### config.mk
export PLATFORM = sky130hd
export DESIGN_NAME = crcfs_top
export DESIGN_NICKNAME = d
export VERILOG_FILES = /design/src/hdl/crcfs_pkg.sv /design/src/hdl/crcfs_top.sv
export VERILOG_INCLUDE_DIRS = /design/src /design/src/hdl
export SDC_FILE = /design/constraint.sdc
export NUM_CORES = 1
export LEC_CHECK = 0
export ABC_AREA = 0
export ABC_CLOCK_PERIOD_IN_PS = 6400
export CORE_MARGIN = 1.5
export CORE_UTILIZATION = 65
export CTS_BUF_LIST = sky130_fd_sc_hd__clkbuf_8 sky130_fd_sc_hd__clkbuf_16
export CTS_CLUSTER_SIZE = 8
export DETAILED_ROUTE_END_ITERATION = 12
export DONT_BUFFER_PORTS = 1
export GPL_TIMING_DRIVEN = 0
export PLACE_DENSITY = 0.8
export SKIP_CTS_REPAIR_TIMING = 1
export SYNTH_ARGS = -nofsm -noshare
export SYNTH_HDL_FRONTEND = slang
export SYNTH_SLANG_ARGS = --single-unit
### constraint.sdc
create_clock -name clk_in -period 6.4 [get_ports clk_in]
set_input_delay 1.6 -clock clk_in [delete_from_list [all_inputs] [get_ports clk_in]]
set_output_delay 1.6 -clock clk_in [all_outputs]
set_load 0.02 [all_outputs]
### src/hdl/crcfs_params.svh
// constants of the crc fifo serial shifter: offsets, fields, reset values
`ifndef CRCFS_PARAMS_SVH
`define CRCFS_PARAMS_SVH

// ----------------------------------------
// register offsets
// ----------------------------------------
`define CRCFS_OFS_CTRL      4'h0
`define CRCFS_OFS_POLY      4'h1
`define CRCFS_OFS_DATA      4'h2
`define CRCFS_OFS_RESULT    4'h3
`define CRCFS_OFS_STATUS    4'h4
`define CRCFS_OFS_IRQ_STAT  4'h5
`define CRCFS_OFS_IRQ_MASK  4'h6

// ----------------------------------------
// control field positions
// ----------------------------------------
`define CRCFS_CTRL_GO       0
`define CRCFS_CTRL_IDLE_STOP 1
`define CRCFS_CTRL_POLY_LENGTH_LO  4
`define CRCFS_CTRL_POLY_LENGTH_HI  7

// ----------------------------------------
// status field positions
// ----------------------------------------
`define CRCFS_STAT_VWC_LO   0
`define CRCFS_STAT_VWC_HI   4
`define CRCFS_STAT_FULL     5
`define CRCFS_STAT_EMPTY    6

// ----------------------------------------
// limits and reset values
// ----------------------------------------
`define CRCFS_POLY_LENGTH_SPLIT    4'h7
`define CRCFS_DEPTH_WIDE    5'h08
`define CRCFS_DEPTH_NARROW  5'h10
`define CRCFS_IRQ_DONE_BIT  0
`define CRCFS_RST_POLY_LENGTH      4'hf
`define CRCFS_RST_POLY      16'h0000

`endif

### src/hdl/crcfs_pkg.sv
// types shared by the crc fifo serial shifter
package crcfs_pkg;

    typedef enum logic [1:0] {
        CRCFS_ST_IDLE  = 2'b01,
        CRCFS_ST_SHIFT = 2'b10
    } crcfs_state_type;

    typedef struct packed {
        logic [3:0]  addr;
        logic [15:0] wdata;
        logic        wr;
        logic        rd;
    } crcfs_bus_req_type;

    typedef struct packed {
        crcfs_state_type fsm;
        logic            go;
        logic            idle_stop;
        logic [3:0]      poly_length;
        logic [15:0]     poly;
        logic [15:0]     crc;
        logic [15:0]     mem_0;
        logic [15:0]     mem_1;
        logic [15:0]     mem_2;
        logic [15:0]     mem_3;
        logic [15:0]     mem_4;
        logic [15:0]     mem_5;
        logic [15:0]     mem_6;
        logic [15:0]     mem_7;
        logic [15:0]     mem_8;
        logic [15:0]     mem_9;
        logic [15:0]     mem_10;
        logic [15:0]     mem_11;
        logic [15:0]     mem_12;
        logic [15:0]     mem_13;
        logic [15:0]     mem_14;
        logic [15:0]     mem_15;
        logic [3:0]      wr_ptr;
        logic [3:0]      rd_ptr;
        logic [4:0]      valid_word_count;
        logic [3:0]      bit_idx;
        logic            fifo_full_flag;
        logic            fifo_empty_flag;
        logic [0:0]      irq_stat;
        logic [0:0]      irq_mask;
        logic            irq;
        logic [15:0]     rdata;
    } crcfs_state_rec_type;

endpackage : crcfs_pkg

### src/hdl/crcfs_top.sv
// crc fifo serial shifter: word fifo, bit serial crc engine, register port
//
// Operation
// - serial shifting begins only after software writes one to go.
// - fifo depth is 8 when poly_length exceeds 7, else 16.
// - entries poly_length+1 bits (1 to 16); payload low bits, upper bits ignored.
// - writing the data port increments the five-bit valid_word_count by one.
// - shifter runs while go and count nonzero; decrements per word; stops at 0.
// - one bit per clock, so (poly_length+1) times count cycles.
// - fifo_full_flag set when count reaches depth 8 or 16.
// - fifo_empty_flag set when count reaches 0.
// - write while full wraps count to 0, acts empty, no interrupt.
// - interrupt when valid_word_count goes from 1 to 0.
// - in sleep the module freezes its state and resumes afterwards.
// - in idle it runs unless idle_stop, then freezes as in sleep; no interrupt is set while frozen.
`timescale 1ns/100ps
`include "crcfs_params.svh"

module crcfs_top #(
    parameter int DATA_W = 16
) (
    input  wire logic        clk_in,
    input  wire logic        rst_in,
    input  wire logic        sleep_in,
    input  wire logic        idle_in,
    input  wire logic [3:0]  addr_in,
    input  wire logic [15:0] wdata_in,
    input  wire logic        wr_in,
    input  wire logic        rd_in,
    output logic [15:0]      rdata_out,
    output logic             irq_out,
    output logic             fifo_full_out,
    output logic             fifo_empty_out
);

    // ----------------------------------------
    // elaboration checks
    // ----------------------------------------
    if (DATA_W != 16) begin : g_bad_width
        $error("crcfs_top: only a 16-bit data path is supported");
    end

    crcfs_pkg::crcfs_state_rec_type s_q;
    crcfs_pkg::crcfs_state_rec_type s_d;
    crcfs_pkg::crcfs_bus_req_type   req;
    logic [15:0]                    mem [16];
    logic                           frozen;
    logic [4:0]                     depth;
    logic [15:0]                    cur_word;
    logic                           in_bit;
    logic                           fb;
    logic                           word_done;
    logic                           shifting;
    logic                           pushing;
    logic [4:0]                     cnt_next;
    logic [0:0]                     ev;

    assign req = '{addr: addr_in, wdata: wdata_in, wr: wr_in, rd: rd_in};

    // ----------------------------------------
    // fifo storage view
    // ----------------------------------------
    assign mem[0]  = s_q.mem_0;
    assign mem[1]  = s_q.mem_1;
    assign mem[2]  = s_q.mem_2;
    assign mem[3]  = s_q.mem_3;
    assign mem[4]  = s_q.mem_4;
    assign mem[5]  = s_q.mem_5;
    assign mem[6]  = s_q.mem_6;
    assign mem[7]  = s_q.mem_7;
    assign mem[8]  = s_q.mem_8;
    assign mem[9]  = s_q.mem_9;
    assign mem[10] = s_q.mem_10;
    assign mem[11] = s_q.mem_11;
    assign mem[12] = s_q.mem_12;
    assign mem[13] = s_q.mem_13;
    assign mem[14] = s_q.mem_14;
    assign mem[15] = s_q.mem_15;

    // ----------------------------------------
    // datapath terms
    // ----------------------------------------
    // idle freezes only with idle_stop set; sleep always freezes
    assign frozen = sleep_in | (idle_in & s_q.idle_stop);
    assign depth  = (s_q.poly_length > `CRCFS_POLY_LENGTH_SPLIT) ? `CRCFS_DEPTH_WIDE
                                                          : `CRCFS_DEPTH_NARROW;
    assign cur_word = mem[s_q.rd_ptr];
    // msb first: bit index counts down from poly_length
    assign in_bit   = cur_word[s_q.bit_idx];
    assign fb       = in_bit ^ s_q.crc[s_q.poly_length];
    assign shifting = !frozen && s_q.go && (s_q.valid_word_count != 5'h00)
                      && (s_q.fsm == crcfs_pkg::CRCFS_ST_SHIFT);
    assign word_done = shifting && (s_q.bit_idx == 4'h0);
    assign pushing   = !frozen && req.wr && (req.addr == `CRCFS_OFS_DATA);

    always_comb begin
        cnt_next = s_q.valid_word_count;
        ev       = 1'b0;
        if (pushing && s_q.fifo_full_flag) begin
            // a write into a full fifo wraps the count with no event
            cnt_next = 5'h00;
        end else if (pushing && !word_done) begin
            cnt_next = s_q.valid_word_count + 5'h01;
        end else if (!pushing && word_done) begin
            cnt_next = s_q.valid_word_count - 5'h01;
            ev       = (s_q.valid_word_count == 5'h01);
        end
    end

    // ----------------------------------------
    // next state
    // ----------------------------------------
    always_comb begin
        s_d = s_q;
        s_d.rdata = 16'h0000;

        // register reads are served even while frozen
        if (req.rd) begin
            case (req.addr)
                `CRCFS_OFS_CTRL: begin
                    s_d.rdata = {8'h00, s_q.poly_length, 2'b00, s_q.idle_stop, s_q.go};
                end
                `CRCFS_OFS_POLY:     s_d.rdata = s_q.poly;
                `CRCFS_OFS_DATA,
                `CRCFS_OFS_RESULT:   s_d.rdata = s_q.crc;
                `CRCFS_OFS_STATUS: begin
                    s_d.rdata = {9'h000, s_q.fifo_empty_flag, s_q.fifo_full_flag, s_q.valid_word_count};
                end
                `CRCFS_OFS_IRQ_STAT: s_d.rdata = {15'h0000, s_q.irq_stat};
                `CRCFS_OFS_IRQ_MASK: s_d.rdata = {15'h0000, s_q.irq_mask};
                default:             s_d.rdata = 16'h0000;
            endcase
        end

        if (!frozen) begin
            if (req.wr) begin
                case (req.addr)
                    `CRCFS_OFS_CTRL: begin
                        s_d.go          = req.wdata[`CRCFS_CTRL_GO];
                        s_d.idle_stop   = req.wdata[`CRCFS_CTRL_IDLE_STOP];
                        s_d.poly_length = req.wdata[`CRCFS_CTRL_POLY_LENGTH_HI:`CRCFS_CTRL_POLY_LENGTH_LO];
                    end
                    `CRCFS_OFS_POLY:     s_d.poly = req.wdata;
                    `CRCFS_OFS_RESULT:   s_d.crc  = req.wdata;
                    `CRCFS_OFS_IRQ_MASK: s_d.irq_mask = req.wdata[0:0];
                    default: begin
                    end
                endcase
            end

            if (pushing) begin
                case (s_q.wr_ptr)
                    4'h0: s_d.mem_0  = req.wdata;
                    4'h1: s_d.mem_1  = req.wdata;
                    4'h2: s_d.mem_2  = req.wdata;
                    4'h3: s_d.mem_3  = req.wdata;
                    4'h4: s_d.mem_4  = req.wdata;
                    4'h5: s_d.mem_5  = req.wdata;
                    4'h6: s_d.mem_6  = req.wdata;
                    4'h7: s_d.mem_7  = req.wdata;
                    4'h8: s_d.mem_8  = req.wdata;
                    4'h9: s_d.mem_9  = req.wdata;
                    4'ha: s_d.mem_10 = req.wdata;
                    4'hb: s_d.mem_11 = req.wdata;
                    4'hc: s_d.mem_12 = req.wdata;
                    4'hd: s_d.mem_13 = req.wdata;
                    4'he: s_d.mem_14 = req.wdata;
                    default: s_d.mem_15 = req.wdata;
                endcase
                if (s_q.fifo_full_flag) begin
                    // wrap: drop everything, behave as empty
                    s_d.wr_ptr = 4'h0;
                    s_d.rd_ptr = 4'h0;
                    s_d.bit_idx = s_q.poly_length;
                end else begin
                    s_d.wr_ptr = (s_q.wr_ptr + 4'h1) & (depth[3:0] - 4'h1 | {depth[4], 3'h0});
                end
            end

            case (s_q.fsm)
                crcfs_pkg::CRCFS_ST_IDLE: begin
                    s_d.bit_idx = s_q.poly_length;
                    if (s_q.go && s_q.valid_word_count != 5'h00) begin
                        s_d.fsm = crcfs_pkg::CRCFS_ST_SHIFT;
                    end
                end
                crcfs_pkg::CRCFS_ST_SHIFT: begin
                    if (shifting && !(pushing && s_q.fifo_full_flag)) begin
                        // galois lfsr, taps from poly masked to poly_length+1 bits
                        s_d.crc = ({s_q.crc[14:0], 1'b0} ^ (fb ? s_q.poly : 16'h0000))
                                  & ~(16'hfffe << s_q.poly_length);
                        if (word_done) begin
                            s_d.bit_idx = s_q.poly_length;
                            s_d.rd_ptr  = (s_q.rd_ptr + 4'h1) & (depth[3:0] - 4'h1 | {depth[4], 3'h0});
                        end else begin
                            s_d.bit_idx = s_q.bit_idx - 4'h1;
                        end
                    end
                    if (!s_q.go || cnt_next == 5'h00) begin
                        s_d.fsm = crcfs_pkg::CRCFS_ST_IDLE;
                    end
                end
                default: s_d.fsm = crcfs_pkg::CRCFS_ST_IDLE;
            endcase

            s_d.valid_word_count = cnt_next;
            s_d.fifo_full_flag   = (cnt_next == depth);
            s_d.fifo_empty_flag  = (cnt_next == 5'h00);
        end

        // w1c clears still pass while frozen, events are set only when not frozen; set wins over clear
        if (req.wr && req.addr == `CRCFS_OFS_IRQ_STAT) begin
            s_d.irq_stat = s_q.irq_stat & ~req.wdata[0:0];
        end
        if (!frozen) begin
            s_d.irq_stat = s_d.irq_stat | ev;
        end
        s_d.irq = |(s_d.irq_stat & s_d.irq_mask);
    end

    // ----------------------------------------
    // state register
    // ----------------------------------------
    always_ff @(posedge clk_in) begin
        if (rst_in) begin
            s_q <= '0;
            s_q.fsm             <= crcfs_pkg::CRCFS_ST_IDLE;
            s_q.poly_length     <= `CRCFS_RST_POLY_LENGTH;
            s_q.poly            <= `CRCFS_RST_POLY;
            s_q.bit_idx         <= `CRCFS_RST_POLY_LENGTH;
            s_q.fifo_empty_flag <= 1'b1;
        end else begin
            s_q <= s_d;
        end
    end

    assign rdata_out      = s_q.rdata;
    assign irq_out        = s_q.irq;
    assign fifo_full_out  = s_q.fifo_full_flag;
    assign fifo_empty_out = s_q.fifo_empty_flag;

endmodule : crcfs_top

# Word-level counts from Yosys, hierarchy flattened
# Cells that the tools add are included.
[totals]
ff_bits = 334
wordCells = 171
mem_count = 0
latchBits = 0
ramBits = 0
inputBits = 26
mem_bits_ro = 0
[op_classes]
bitwise = 17
n_lt_le_gt_ge = 4
n_mul = 0
muxes = 39
n_reduce_logical = 46
shift = 1
n_eq_ne = 26
div_mod_pow = 0
n_addsub = 6
[ops]
columns = ["cell", "n"]
rows = [
  ["16-bit 2-to-1 mux", 7],
  ["16-bit case mux with 6 select lines", 1],
  ["16-bit binary-select mux with 4-bit select", 1],
  ["3-bit AND reduction", 19],
  ["4-bit 2-to-1 mux", 10],
  ["4-bit by 3-bit == test with 1-bit output (second input constant)", 7],
  ["4-bit == test (second input constant)", 7],
  ["5-bit 2-to-1 mux", 4],
  ["16-bit AND", 1],
  ["4-bit by 2-bit == test with 1-bit output (second input constant)", 4],
  ["16-bit inverter", 1],
  ["16-bit by 4-bit left shift with 16-bit output (first input constant)", 1],
  ["16-bit bitwise XOR", 1],
  ["15-bit OR reduction", 1],
  ["1-bit logical AND", 12],
  ["4-bit logical NOT", 3],
  ["4-bit by 5-bit < comparator with 1-bit output (second input constant)", 2],
  ["1-bit 2-to-1 mux", 10],
  ["4-bit by 1-bit adder with 4-bit output (second input constant)", 2],
  ["4-bit AND", 2],
  ["1-bit binary-select mux with 4-bit select", 2],
  ["4-bit by 1-bit == test with 1-bit output (second input constant)", 2],
  ["4-bit case mux with 2 select lines", 1],
  ["4-bit by 1-bit subtractor with 4-bit output (second input constant)", 2],
  ["other kinds (24)", 36],
]

# Longest topological paths before layout
[depth]
word_depth = 15
mapped_depth = 14
mapped_depth_nobuf = 10

# Least setup slack after synthesis
# OpenSTA, ideal clock, no wires.
[synth_timing]
path_kind = "input-to-reg"
from = "in addr_in[3]"
to = "reg s_q[333] (netlist bit)"
stages = 8
path_slack_ns = 2.188
path_buffers = 1
arrival_time_ns = 4.088
path_cell_list = "clkbuf_1 -> nor3b_1 -> nand4b_1 -> a221o_1 -> a222oi_1 -> nand4_1 -> a311oi_1 -> mux2_1"
[synth_between]
elab_chain_len = 11
[synth_lines]
columns = ["element", "line", "rtl"]
rows = [
  ["start, declared", "crcfs_top.sv:26", "input wire logic [3:0] addr_in,"],
  ["4-bit by 2-bit == test with 1-bit output (*)", "-", ""],
  ["1-bit logical AND (*)", "crcfs_top.sv:94", "assign pushing = !frozen && req.wr && (req.addr == `CRCFS_OFS_DATA);"],
  ["1-bit logical NOT", "crcfs_top.sv:104", "end else if (!pushing && word_done) begin"],
  ["1-bit logical AND", "crcfs_top.sv:104", ""],
  ["5-bit 2-to-1 mux", "crcfs_top.sv:104", ""],
  ["5-bit 2-to-1 mux", "crcfs_top.sv:102", "end else if (pushing && !word_done) begin"],
  ["5-bit 2-to-1 mux (*)", "crcfs_top.sv:99", "if (pushing && s_q.fifo_full_flag) begin"],
  ["5-bit logical NOT (*)", "crcfs_top.sv:199", "if (!s_q.go || cnt_next == 5'h00) begin"],
  ["1-bit logical OR (*)", "crcfs_top.sv:199", ""],
  ["2-bit by 1-bit inequality test with 1-bit output (no source line) (*)", "-", ""],
  ["3-bit AND reduction (no source line) (*)", "-", ""],
  ["end, declared", "crcfs_top.sv:43", "crcfs_pkg::crcfs_state_rec_type s_q;"],
]
# Mark *: on every way between the ends. The rest lies on a longest branch, timed or not.
# A chain may end at the register's enable or synchronous reset.

# Final worst setup path
[layout_timing]
from = "in addr_in[3]"
to = "reg s_q (netlist bit mem[158])"
[layout_between]
elab_chain_len = 3
[layout_lines]
columns = ["element", "line"]
rows = [
  ["4-bit by 2-bit == test with 1-bit output", "-"],
  ["1-bit logical AND", "crcfs_top.sv:94"],
  ["3-bit AND reduction (no source line)", "-"],
]
# Every way passes these cells.

==> out/results.env <==
VIA_TOTAL_AFTER_DETAILED_ROUTING=15600
YOSYS_WARNINGS=0
WL_UM=58200
SYN_INST=1967
CTS_ROOT_BUFFER='sky130_fd_sc_hd__clkbuf_16'
GRT_OVERFLOW_TOTAL=0
FINAL-HOLD-VIOLATION-COUNT=0
SYNTH_COMPOUND_GATE_AREA_SHARE_PCT=17.6
ANTENNA_FOUND_INITIAL=0
POST-PLACE-CELLS=2291
DRC=0
FLOORPLAN.ROWS=57
SETUP.WORST_PATH.END_CLASS='flip-flop'
MUXSHAREOFSYNTHAREA_PCT=11.5
GRT_UTIL_ALL_LAYERS_PCT=44.9
YS_SEQ_AREA_SHARE_PCT=41.8
NUMCLOCKSINKS=334
CLOCK_LATENCY_OF_THE_LATER_CLOCKED_REGISTER_IN_THE_WORST_SKEW_PAIR_NS=0.57
FP.DIEH_UM=160
TIMING.HOLD.WS_NS=0.449
FINALSETUPTNS_NS=0
CRITICALPATHCATEGORY='input port to flip-flop'
NUMBER_OF_NETS_PRODUCED_BY_SYNTHESIS=2006
CTS-ROOT-TO-SINK-BUFFERS=3
MAX-CAP-VIOLATIONS=0
FIN_CELLS=2343
FINAL_CORE_OCC_PCT=72.9
ROUTABILITY_DRIVEN_PLACEMENT_CONGESTION_RATIO=1.00
GRT_SETUP_UNREPAIRED='no'
SYN_AVG_CELL_AREA_UM2=8.13
CTS_BUFFERS=47
CLK_PIN_SLEW_NS=0.05
CTS.HTREE.LEVELS=2
GRT_FIRST_PASS_WIRELENGTH_UM=86900
GRT_START_MAX_NET_PINS=14
DRT-WIRELENGTH-PER-CELL_UM=24.8
GRT_PASS1_VIAS=15100
DRT_PRE_ANTENNA_ITERS=6
SETUP_VIOLATIONS=0
ADDER_AND_MAJORITY_CELL_FRACTION_OF_THE_SYNTHESIZED_AREA_PCT=1.02
SYN2LAYOUT_AREA_GROWTH_PCT=10.5
PLACEMENT.IO_BUFFERS=0
CLOCK_TREE_FROM_TRITONCTS='yes'
NUM-NETS-FINAL=2055
CP-START-KIND='input port'
ASYNCSETRESETFLOPFRACSYNTH_PCT=0
HOLD_PATH.CLASS='flip-flop to flip-flop'
STATUS='completed'
SYNTH_FF_TYPE='sky130_fd_sc_hd__dfxtp_1'
AVGVIACOUNTPERCELL=6.65
NUM-FILL-CELLS=1855
HPWL_UM=41200
DRIVE_ABOVE_1_SHARE_PCT=9.02
ROUTE.ANTENNA.REMAINING_NETS=0
RELSLEWSLACK_PCT=25.8
FMAX_GHz=0.195
WORST_CLK_SKEW_NS=0.0288
FIRST_ITER_VIOLATIONS=2150
TIMING_MAX_TRANSITION_VIOLATIONS_FINAL=0
CP.REQUIRED_NS=6.88
SYNTH-SEQ-CELLS=334
POWER.DENSITY_nW_PER_UM2=262
CRITPATHMAXFANOUT=10
FINAL_MIN_PERIOD_OVER_CLOCK_PERIOD_PCT=80.2
TIMING.FINAL.CRIT_PERIOD_NS=5.13
XOR_AND_XNOR_AREA_SHARE_AFTER_SYNTHESIS_PCT=0.438
CORE_UM2=24200
SYNTH_TOP_FAMILY_BY_AREA='simple AND/OR/NAND/NOR gates'
CP.ARRIVAL_NS=5.61
SYNTH_EDF_COUNT=0
SYN_AREA_UM2=16000
NUMBER_OF_DISTINCT_LIBRARY_CELLS_AFTER_SYNTHESIS=72
DIE_X_UM=160
LEAKAGE_nW=5.77
INITIAL_UTILIZATION_PCT=66.0
MAX_SLEW.WORST_PIN.SLEW_NS=1.11
MAX-VDD-IR-DROP_V=0.000267
DESIGN.DIE.AREA_UM2=25600
IO-PIN-COUNT=45
SYNTH-SIMPLE-AREA-SHARE_PCT=21.5
worst max-delay path, stage by stage:
cell	delay (ns)
sky130_fd_sc_hd__clkbuf_1	0.19
sky130_fd_sc_hd__nor3b_1	0.85
sky130_fd_sc_hd__nand4b_1	0.59
sky130_fd_sc_hd__nor3b_1	0.81
sky130_fd_sc_hd__and2_0	0.22
sky130_fd_sc_hd__clkbuf_1	0.39
sky130_fd_sc_hd__clkbuf_1	0.56
sky130_fd_sc_hd__nand2_1	0.17
sky130_fd_sc_hd__a21oi_1	0.21
metrics by stage:
step           area [µm²]  total power [mW]  setup WS (ns)
2_1_floorplan       16000              2.32           2.19
3_3_place_gp        16400              2.41          0.993
3_5_place_dp        16400              2.42          0.979
4_1_cts             17700              4.59           1.49
5_1_grt             17700              4.71           1.01
6_report            17700              4.63           1.27
routing by layer:
| metal | global-route usage (%) | part of all wire (%) | wire length, µm |
|---|---|---|---|
| met5 | 0 | 0 | 0 |
| met4 | 29.4 | 7.1 | 4130 |
| met1 | 54.1 | 36 | 20700 |
| met3 | 10.9 | 12 | 7210 |
| met2 | 72.1 | 45 | 26200 |
Yosys cell counts (all sizes together) (7+ instances only):
master  instances  area (µm²)
nor2           92         345
mux2            8        90.1
a21oi         307        1540
nor4            9        56.3
mux2i          20         200
ha             13         163
o21ai          18        93.8
dfxtp         334        6690
inv            33         124
a31oi          11        68.8
mux4           68        1550
nand2         604        2270
a22oi          40         300
clkbuf        148         556
o211ai         12         140
and2           20         128
nor3           19        95.1
nand4b          7        61.3
nand3          18        90.1
nand4          14        87.6
nor2b          11        68.8
buf            47         305
final cells by class:
class / count / area, µm² / area share [%]
Tap cell: 324 / 405 / 2.29
Multi-Input combinational cell: 1403 / 8320 / 47.1
Clock inverter: 2 / 50.0 / 0.283
Clock buffer: 49 / 1210 / 6.88
Sequential cell: 334 / 6690 / 37.8
Buffer: 195 / 861 / 4.87
Antenna cell: 1 / 2.50 / 0.0142
Inverter: 35 / 131 / 0.744
where the power goes:
group          switching (mW)  leakage [nW]  total [mW]  internal, mW
clock                   0.905         0.620        2.23          1.33
sequential             0.0126          2.69        2.11          2.09
combinational           0.215          2.46       0.288        0.0728
total                    1.13          5.77        4.63          3.50
registers in the layout (all words and copies together), names as in the netlist:
register and count:
mem 256, s_q 59, rdata_out 16, fifo_empty_out 1
fifo_full_out 1, irq_out 1
kinds of logic (layout without fill, tap and decap cells):
logic type	Yosys count	in the layout
AOI/OAI and AO/OA	461	461
xor gates and xnor gates	8	8
adders and majority gates	13	13
buffers and inverters	230	281
DFF	334	334
muxes	96	96
other	0	1
and+or+nand+nor	825	825
cells in the final DEF, fill, tap and decap left out, types with 7 or more instances in the layout:
cell	synthesis	final
sky130_fd_sc_hd__a22oi_1	40	40
sky130_fd_sc_hd__buf_2	13	13
sky130_fd_sc_hd__nand4_1	14	14
sky130_fd_sc_hd__and2_1	13	13
sky130_fd_sc_hd__nand2_1	604	604
sky130_fd_sc_hd__o211ai_2	10	10
sky130_fd_sc_hd__mux2i_1	20	20
sky130_fd_sc_hd__ha_1	13	13
sky130_fd_sc_hd__nand4b_1	7	7
sky130_fd_sc_hd__o21ai_0	17	17
sky130_fd_sc_hd__buf_4	17	17
sky130_fd_sc_hd__buf_1	11	11
sky130_fd_sc_hd__mux4_2	63	63
sky130_fd_sc_hd__nand3_1	18	18
sky130_fd_sc_hd__clkbuf_1	148	148
sky130_fd_sc_hd__nor2_1	92	92
sky130_fd_sc_hd__a21oi_1	307	307
sky130_fd_sc_hd__mux2_2	7	7
sky130_fd_sc_hd__inv_1	33	33
sky130_fd_sc_hd__nor3_1	19	19
sky130_fd_sc_hd__dfxtp_1	334	334
sky130_fd_sc_hd__nor2b_1	11	11
sky130_fd_sc_hd__a31oi_1	11	11
sky130_fd_sc_hd__clkbuf_16	0	48
sky130_fd_sc_hd__nor4_1	9	9
final timing paths:
check,from,endpoint,slack [ns],cells past startpoint
setup / recovery,addr_in[3],mem[158]$_SDFFE_PP0P_,1.27,9
hold reg to reg,mem[148]$_SDFFE_PP0P_,mem[148]$_SDFFE_PP0P_,0.45,2
setup reg to reg,s_q[31]$_SDFFE_PP0N_,s_q[296]$_SDFFE_PP0N_,1.69,12
hold / removal,mem[148]$_SDFFE_PP0P_,mem[148]$_SDFFE_PP0P_,0.45,2
Note: power is estimated with default switching activity, not from simulation.
